### src/include/frt_defines.svh
// Register offsets, field positions, reset values and constants of the timer
`ifndef FRT_DEFINES_SVH
`define FRT_DEFINES_SVH
`define FRT_ADDR_W       4
`define FRT_DATA_W       16
`define FRT_OFF_CTL0     4'h0
`define FRT_OFF_CTL1     4'h1
`define FRT_OFF_OPT      4'h2
`define FRT_OFF_EDGE     4'h3
`define FRT_OFF_CNT      4'h4
`define FRT_OFF_STAT     4'h5
`define FRT_OFF_MASK     4'h6
`define FRT_OFF_CCR0     4'h8
`define FRT_OFF_CCR1     4'h9
`define FRT_OFF_CCR2     4'ha
`define FRT_CTL0_RUN     7
`define FRT_CTL0_CKS_LO  0
`define FRT_CTL1_MODE_LO 0
`define FRT_OPT_OVF      0
`define FRT_OPT_CCS_LO   4
`define FRT_STAT_OVF     0
`define FRT_STAT_CH_LO   1
`define FRT_MODE_FREE    3'b101
`define FRT_CNT_IDLE     16'hffff
`define FRT_CNT_TOP      16'hffff
`define FRT_RST_CTL0     8'h00
`define FRT_RST_CTL1     8'h00
`define FRT_RST_OPT      8'h00
`define FRT_RST_EDGE     8'h00
`define FRT_RST_MASK     5'h00
`define FRT_RST_CCR      16'h0000
`define FRT_PRESC_W      7
`endif

### src/include/frt_pkg.sv
// Types shared by the free-running capture/compare timer
package frt_pkg;
  // One register bus request
  typedef struct packed {
    logic [3:0]  addr;
    logic [15:0] wdata;
    logic        wr;
    logic        rd;
  } frt_bus_req_type;

  // Counter sequencing, Gray coded along idle -> armed -> run
  typedef enum logic [1:0] {
    FRT_IDLE  = 2'b00,
    FRT_ARMED = 2'b01,
    FRT_RUN   = 2'b11
  } frt_state_type;

  // Edge selection per capture input
  typedef enum logic [1:0] {
    FRT_EDGE_NONE = 2'b00,
    FRT_EDGE_RISE = 2'b01,
    FRT_EDGE_FALL = 2'b10,
    FRT_EDGE_BOTH = 2'b11
  } frt_edge_type;
endpackage

### src/rtl/frt_timer.sv
// Free-running 16-bit timer with four capture/compare channels and register port
//
// Contract
// - Free-running operation only while the mode field holds 101.
// - Compare works on every unit; capture only where CAPTURE_EN is set.
// - Counter increments once the run bit is 1.
// - Each channel's capture-select bit picks capture or compare.
// - Compare pins of channels in compare mode invert when counting starts; pins of capture channels hold.
// - Counter equal to compare register: channel interrupt and pin inversion.
// - Counter never cleared by match or capture.
// - Count clock after FFFFH: overflow interrupt, wrap to 0000H, keep counting.
// - Sticky overflow flag set at each wrap until software clears it.
// - Compare register writes take effect immediately, no buffering.
// - Valid capture edge latches counter and raises the channel interrupt.
// - Overflow flag at option bit 0; cleared by writing 0 there.
// - Capture right after start may read FFFFH instead of 0000H.
// - On enable the counter goes from idle FFFFH to 0000H, then counts up.
`timescale 1ns/10ps
`include "frt_defines.svh"

module frt_timer #(
  parameter int       NUM_CH     = 4,
  parameter bit       CAPTURE_EN = 1'b1
) (
  input  wire logic                     mclk,
  input  wire logic                     rstn,
  input  wire logic                     ce,
  input  wire frt_pkg::frt_bus_req_type bus_req,
  output logic [15:0]                   rdata,
  input  wire logic [NUM_CH-1:0]        capture_in_pin,
  output logic [NUM_CH-1:0]             compare_out_pin,
  output logic                          counter_wrap_irq,
  output logic [NUM_CH-1:0]             match_or_capture_irq,
  output logic                          irq
);
  import frt_pkg::*;

  // Option and edge registers are eight bits wide, so four channels at most
  if (NUM_CH < 1 || NUM_CH > 4) begin : g_check
    $error("frt_timer: NUM_CH must be 1 to 4");
  end

  localparam int SW = NUM_CH + 1;

  logic [7:0]               ctl0_reg;
  logic [7:0]               ctl1_reg;
  logic [NUM_CH-1:0]        ccs_reg;
  logic                     ovf_reg;
  logic [7:0]               edge_reg;
  logic [SW-1:0]            stat_reg;
  logic [SW-1:0]            mask_reg;
  logic [15:0]              ccr_reg [NUM_CH];
  logic [15:0]              cnt_reg;
  logic [`FRT_PRESC_W-1:0]  presc_reg;
  frt_state_type            state_reg;
  logic [NUM_CH-1:0]        sync1_reg;
  logic [NUM_CH-1:0]        sync2_reg;
  logic [NUM_CH-1:0]        prev_reg;

  logic                     active;
  logic                     tick;
  logic                     wrap_evt;
  logic                     start_evt;
  logic [NUM_CH-1:0]        ccs_eff;
  logic [NUM_CH-1:0]        match_evt;
  logic [NUM_CH-1:0]        cap_evt;
  logic [NUM_CH-1:0]        edge_evt;
  logic [NUM_CH-1:0]        ccr_wr;
  logic [`FRT_PRESC_W-1:0]  presc_limit;

  // Register write decode, shared by every writable register
  function automatic logic wr_hit(input frt_bus_req_type r, input logic [3:0] off);
    wr_hit = r.wr && (r.addr == off);
  endfunction

  // Prescaler terminal count for divide by 2^sel
  function automatic logic [`FRT_PRESC_W-1:0] limit_of(input logic [2:0] sel);
    limit_of = `FRT_PRESC_W'((1 << sel) - 1);
  endfunction

  // Run only in free-running mode with the run bit set
  assign active    = ctl0_reg[`FRT_CTL0_RUN] &&
                     (ctl1_reg[`FRT_CTL1_MODE_LO +: 3] == `FRT_MODE_FREE);
  assign presc_limit = limit_of(ctl0_reg[`FRT_CTL0_CKS_LO +: 3]);
  assign tick      = (state_reg != FRT_IDLE) && (presc_reg == presc_limit);
  assign start_evt = active && (state_reg == FRT_IDLE);
  // The first tick after start only leaves the idle value, so it is no wrap
  assign wrap_evt  = tick && (state_reg == FRT_RUN) && (cnt_reg == `FRT_CNT_TOP);
  // A unit without capture hardware treats every channel as compare
  assign ccs_eff   = ccs_reg & {NUM_CH{CAPTURE_EN}};

  // Per channel match, edge and capture decode
  for (genvar a = 0; a < NUM_CH; a++) begin : g_ch
    logic [1:0] esel;
    assign esel = edge_reg[2*a +: 2];
    assign ccr_wr[a] = wr_hit(bus_req, `FRT_OFF_CCR0 + 4'(a));
    // Match seen at the count-up after equality; compare reads live value
    assign match_evt[a] = tick && (state_reg == FRT_RUN) && !ccs_eff[a] &&
                          (cnt_reg == ccr_reg[a]);
    always_comb begin
      case (esel)
        FRT_EDGE_RISE: edge_evt[a] = sync2_reg[a] && !prev_reg[a];
        FRT_EDGE_FALL: edge_evt[a] = !sync2_reg[a] && prev_reg[a];
        FRT_EDGE_BOTH: edge_evt[a] = sync2_reg[a] ^ prev_reg[a];
        default:       edge_evt[a] = 1'b0;
      endcase
    end
    assign cap_evt[a] = active && ccs_eff[a] && edge_evt[a];
  end

  // Capture input synchronisers; first stage feeds only the second
  always_ff @(posedge mclk or negedge rstn) begin
    if (!rstn) begin
      sync1_reg <= '0;
      sync2_reg <= '0;
      prev_reg  <= '0;
    end else if (ce) begin
      sync1_reg <= capture_in_pin;
      sync2_reg <= sync1_reg;
      prev_reg  <= sync2_reg;
    end
  end

  // Counter sequencing
  always_ff @(posedge mclk or negedge rstn) begin
    if (!rstn) begin
      state_reg <= FRT_IDLE;
    end else if (ce) begin
      if (!active) begin
        state_reg <= FRT_IDLE;
      end else begin
        case (state_reg)
          FRT_IDLE:  state_reg <= FRT_ARMED;
          FRT_ARMED: state_reg <= tick ? FRT_RUN : FRT_ARMED;
          FRT_RUN:   state_reg <= FRT_RUN;
          default:   state_reg <= FRT_IDLE;
        endcase
      end
    end
  end

  // Count clock prescaler, restarted at every start
  always_ff @(posedge mclk or negedge rstn) begin
    if (!rstn) begin
      presc_reg <= '0;
    end else if (ce) begin
      if (state_reg == FRT_IDLE || tick) begin
        presc_reg <= '0;
      end else begin
        presc_reg <= presc_reg + 1'b1;
      end
    end
  end

  // Counter: idles at FFFFH, first tick gives 0000H, wraps freely
  always_ff @(posedge mclk or negedge rstn) begin
    if (!rstn) begin
      cnt_reg <= `FRT_CNT_IDLE;
    end else if (ce) begin
      if (!active) begin
        cnt_reg <= `FRT_CNT_IDLE;
      end else if (tick) begin
        cnt_reg <= cnt_reg + 16'h0001;
      end
    end
  end

  // Control registers
  always_ff @(posedge mclk or negedge rstn) begin
    if (!rstn) begin
      ctl0_reg <= `FRT_RST_CTL0;
      ctl1_reg <= `FRT_RST_CTL1;
      edge_reg <= `FRT_RST_EDGE;
      mask_reg <= SW'(`FRT_RST_MASK);
    end else if (ce) begin
      if (wr_hit(bus_req, `FRT_OFF_CTL0)) begin
        ctl0_reg <= bus_req.wdata[7:0];
      end
      if (wr_hit(bus_req, `FRT_OFF_CTL1)) begin
        ctl1_reg <= bus_req.wdata[7:0];
      end
      if (wr_hit(bus_req, `FRT_OFF_EDGE)) begin
        edge_reg <= bus_req.wdata[7:0];
      end
      if (wr_hit(bus_req, `FRT_OFF_MASK)) begin
        mask_reg <= bus_req.wdata[SW-1:0];
      end
    end
  end

  // Option register: select bits and sticky overflow flag, set beats clear
  always_ff @(posedge mclk or negedge rstn) begin
    if (!rstn) begin
      ccs_reg <= NUM_CH'(`FRT_RST_OPT >> `FRT_OPT_CCS_LO);
      ovf_reg <= 1'b0;
    end else if (ce) begin
      if (wr_hit(bus_req, `FRT_OFF_OPT)) begin
        ccs_reg <= bus_req.wdata[`FRT_OPT_CCS_LO +: NUM_CH];
      end
      if (wrap_evt) begin
        ovf_reg <= 1'b1;
      end else if (wr_hit(bus_req, `FRT_OFF_OPT) && !bus_req.wdata[`FRT_OPT_OVF]) begin
        ovf_reg <= 1'b0;
      end
    end
  end

  // Capture/compare registers; a capture wins over a same-cycle write
  for (genvar a = 0; a < NUM_CH; a++) begin : g_ccr
    always_ff @(posedge mclk or negedge rstn) begin
      if (!rstn) begin
        ccr_reg[a] <= `FRT_RST_CCR;
      end else if (ce) begin
        if (cap_evt[a]) begin
          ccr_reg[a] <= cnt_reg;
        end else if (ccr_wr[a]) begin
          ccr_reg[a] <= bus_req.wdata;
        end
      end
    end
  end

  // Compare pins of compare-mode channels toggle at start and on each match
  always_ff @(posedge mclk or negedge rstn) begin
    if (!rstn) begin
      compare_out_pin <= '0;
    end else if (ce) begin
      compare_out_pin <= compare_out_pin ^
                         (match_evt | ({NUM_CH{start_evt}} & ~ccs_eff));
    end
  end

  // Event pulses, sticky status with write-one-clear, masked interrupt
  always_ff @(posedge mclk or negedge rstn) begin
    if (!rstn) begin
      counter_wrap_irq     <= 1'b0;
      match_or_capture_irq <= '0;
      stat_reg             <= '0;
      irq                  <= 1'b0;
    end else if (ce) begin
      counter_wrap_irq     <= wrap_evt;
      match_or_capture_irq <= match_evt | cap_evt;
      // Clear first, then OR events in, so a new event is never lost
      stat_reg <= (stat_reg & ~({SW{wr_hit(bus_req, `FRT_OFF_STAT)}} & bus_req.wdata[SW-1:0]))
                  | {match_evt | cap_evt, wrap_evt};
      irq      <= |(stat_reg & mask_reg);
    end
  end

  // Read port, data valid the cycle after the strobe; unmapped reads zero
  always_ff @(posedge mclk or negedge rstn) begin
    if (!rstn) begin
      rdata <= 16'h0000;
    end else if (ce) begin
      rdata <= 16'h0000;
      if (bus_req.rd) begin
        case (bus_req.addr)
          `FRT_OFF_CTL0: rdata <= {8'h00, ctl0_reg};
          `FRT_OFF_CTL1: rdata <= {8'h00, ctl1_reg};
          `FRT_OFF_OPT:  rdata <= 16'(({4'h0, 4'(ccs_reg)} << `FRT_OPT_CCS_LO) | 8'(ovf_reg));
          `FRT_OFF_EDGE: rdata <= {8'h00, edge_reg};
          `FRT_OFF_CNT:  rdata <= cnt_reg;
          `FRT_OFF_STAT: rdata <= 16'(stat_reg);
          `FRT_OFF_MASK: rdata <= 16'(mask_reg);
          default: begin
            for (int a = 0; a < NUM_CH; a++) begin
              if (bus_req.addr == `FRT_OFF_CCR0 + 4'(a)) begin
                rdata <= ccr_reg[a];
              end
            end
          end
        endcase
      end
    end
  end

endmodule // frt_timer

### config.mk
export PLATFORM = sky130hd
export DESIGN_NAME = frt_timer
export DESIGN_NICKNAME = d
export VERILOG_FILES = /design/src/include/frt_pkg.sv /design/src/rtl/frt_timer.sv
export VERILOG_INCLUDE_DIRS = /design/src /design/src/include
export SDC_FILE = /design/constraint.sdc
export NUM_CORES = 1
export LEC_CHECK = 0
export BUFFER_PORTS_ARGS = -buffer_cell sky130_fd_sc_hd__buf_2
export CORE_MARGIN = 2
export CORE_UTILIZATION = 50
export DETAILED_ROUTE_END_ITERATION = 10
export PLACE_DENSITY = 0.76
export SLEW_MARGIN = 30
export SYNTH_ARGS = -nofsm -noshare
export SYNTH_HDL_FRONTEND = slang
export SYNTH_SLANG_ARGS = --single-unit
### constraint.sdc
create_clock -name mclk -period 2.58 [get_ports mclk]
set_clock_uncertainty 0.2 [all_clocks]
set_input_delay 0.516 -clock mclk [delete_from_list [all_inputs] [get_ports mclk]]
set_output_delay 0.516 -clock mclk [all_outputs]
set_load 0.03 [all_outputs]
==> out/results.tsv <==
metric	value	unit
synthSimpleGateAreaFrac	0.150	
arrival	2620	ps
largest_register_ff_count	64	
track_usage	0.291	
seqPwrFrac	0.422	
crit_fanout	9	
drt_iter0_drc	836	
ys_warn_count	0	
synth_ff_type	dfrtp_1	
met2_usage	0.450	
synth_mux_area_frac	0.157	
cts_max_level	4	
yosys.area.top_type	dfrtp_1	
vias_per_cell	6.17	
cts_sinks	166	
synth_fa_ha_area_frac	0.0129	
path_clk_slew	70	ps
gp_congestion	1.01	
power_leakage	0.00472	uW
synth_area	9730	um2
synth_compound_area_frac	0.136	
post-synth-top-count-cell	dfrtp_1	
grt_max_degree	61	
wl	29.2	mm
drive_gt1_frac	0.225	
avgSynthCellArea	9.64	um2
worstPathRequired	2700	ps
syn-num-nets	1048	
finalCriticalPeriod	2500	ps
synth_top_family_by_area	multiplexers	
io_buffer_count	54	
start_util	0.505	
yosys.area.top_type_share	0.386	
start_kind	flop	
fin_nets	1117	
antenna_left	0	
nFillCells	1592	
antenna_found_initial	0	
fmax	0.400	GHz
final_cells	1356	
vdd_drop_max	0.000536	V
async_flop_share	1.00	
yosysSeqAreaShare	0.429	
syn_inst	1009	
die_y	143	um
rows	51	
grt_pass1_wl	45.3	mm
num_io_pins	55	
period_share	0.969	
power_frac_comb	0.261	
hold_class	input pin to flop	
clkLatencyLatePin	440	ps
slew_viol_final	0	
p_int	5490	uW
crit_type	flop to flop	
cts_root_buffer	clkbuf_16	
dpl.hpwl	21.1	mm
timing.final.ws_setup	79.7	ps
end_kind	flop	
synth_edf_count	0	
synth_xor_area_frac	0.0675	
slew_headroom	0.406	
setup_viol	0	
use_met1	0.396	
wl_per_cell	21.5	um
via_count	8365	
cts_made_buffers	17	
dp_cells	1322	
met3_usage	0.0583	
maxCapViolations	0	
syn2layout_area_growth	17.4	%
p_sw_frac	0.343	
worst_slew_pin_slew	868	ps
outcome	finished, final reports clean	
drt_pass1_iterations	5	
gr-total-overflow	0	
clkPwrFrac	0.317	
grt_pass1_vias	8015	
busiest_layer	met2	
cts_tree	done	
ys_ff_latch	166	
antennaDiodeCount	0	
coreArea	19300	um2
place_ws	-45.7	ps
cts_max_path_buffers	2	
power_density	732	nW/um2
p_switching	2870	uW
synth_area_leaders	dfrtp_1 (39%), mux2i_1 (9.1%), o21ai_0 (5.6%)	
hold_violations	0	
synthTopCellsByCount	dfrtp_1 (150), nand2_1 (121), o21ai_0 (108)	
drc	0	
die_area	20600	um2
chipWidth	143	um
synth_cell_types	66	
-- metal layers --
layer,routed length (um),up-vias
met5,0,-
met4,1140,0
met3,2420,89
met2,13500,430
met1,12100,4099
li1,-,3747
-- worst paths after layout --
kind	to	from	slack, ps	depth (start not counted)
worst max register to register	compare_out_pin[1]$_DFFE_PN0P_	cnt_reg[6]$_DFFE_PN1P_	80	7
min in group asynchronous	ctl0_reg[7]$_DFFE_PN0P_	rstn	340	2
worst min register to register	compare_out_pin[0]$_DFFE_PN0P_	compare_out_pin[0]$_DFFE_PN0P_	290	1
worst min-delay path	sync1_reg[0]$_DFFE_PN0P_	capture_in_pin[0]	110	2
worst max-delay path	compare_out_pin[1]$_DFFE_PN0P_	cnt_reg[6]$_DFFE_PN1P_	80	7
max in group asynchronous	cnt_reg[13]$_DFFE_PN1P_	rstn	1100	3
-- cell usage in the layout (no fill, tap or decap), drive strengths merged, types with 4 or more instances in the layout --
cell,n
o31ai,5
a31oi,7
xor2,28
o22ai,10
or3,13
a21oi,22
dfstp,16
a2111oi,4
o21ai,109
nor3,12
nand2b,5
mux2i,88
and2,5
nand2,121
nor2,43
clkinv,4
mux2,39
a22o,7
or4,8
clkbuf,21
nand4b,5
mux4,9
nand4,16
inv,37
dfrtp,150
nor2b,10
nor4,12
xnor2,47
buf,127
nand3,24
a22oi,13
o32ai,7
ha,10
and3,4
-- worst max-delay path: stages, from the launching register on --
cell	delay, ps
dfstp_2	660
xnor2_1	190
nand4_1	110
or4_1	490
nor4_2	320
buf_4	170
a31oi_1	90
xnor2_1	140
-- stage by stage --
stage               instance area (um2)  TNS, ps  power [uW]   util  hold slack, ps
global placement                  10700    -51.3        5570  0.558             246
CTS                               11400        0        8270  0.589             105
detailed placement                10700    -45.7        5650  0.558             250
global route                      11400    -3.03        8700  0.592             109
finish                            11400        0        8360  0.592             106
floorplan                          9730        0        4790      -            20.4
-- power groups by stage --
stage	combinational (uW)	clock [uW]	sequential, uW
floorplan	1370	0	3420
CTS	2120	2640	3510
detailed placement	2100	0	3550
global route	2380	2750	3570
global placement	2050	0	3530
finish	2190	2650	3530
-- timing repair --
| item | CTS | global route |
|---|---|---|
| endpoints found under the setup margin | 0 | 29 |
| hold endpoints to repair | 31 | 0 |
| hold buffers | 1 | 0 |
| buffers inserted | 0 | 1 |
| gates resized for setup | 0 | 9 |
-- kinds of logic after synthesis --
group	Yosys count
AND/OR/NAND/NOR	294
multiplexers	136
buffers and inverters	114
flip-flops	166
AO/OA/AOI/OAI	214
adder cells (fa/ha/maj)	10
XOR/XNOR	75
-- area by class of cell --
type / instances / area (um2) / area share
Clock buffer: 21 / 450 / 0.0395
Clock inverter: 11 / 149 / 0.0130
Inverter: 36 / 135 / 0.0118
Multi-Input combinational cell: 729 / 5220 / 0.457
Sequential cell: 166 / 4180 / 0.366
Tap cell: 265 / 332 / 0.0290
Timing Repair Buffer: 128 / 960 / 0.0841
Power figures use the tool's default switching activity.
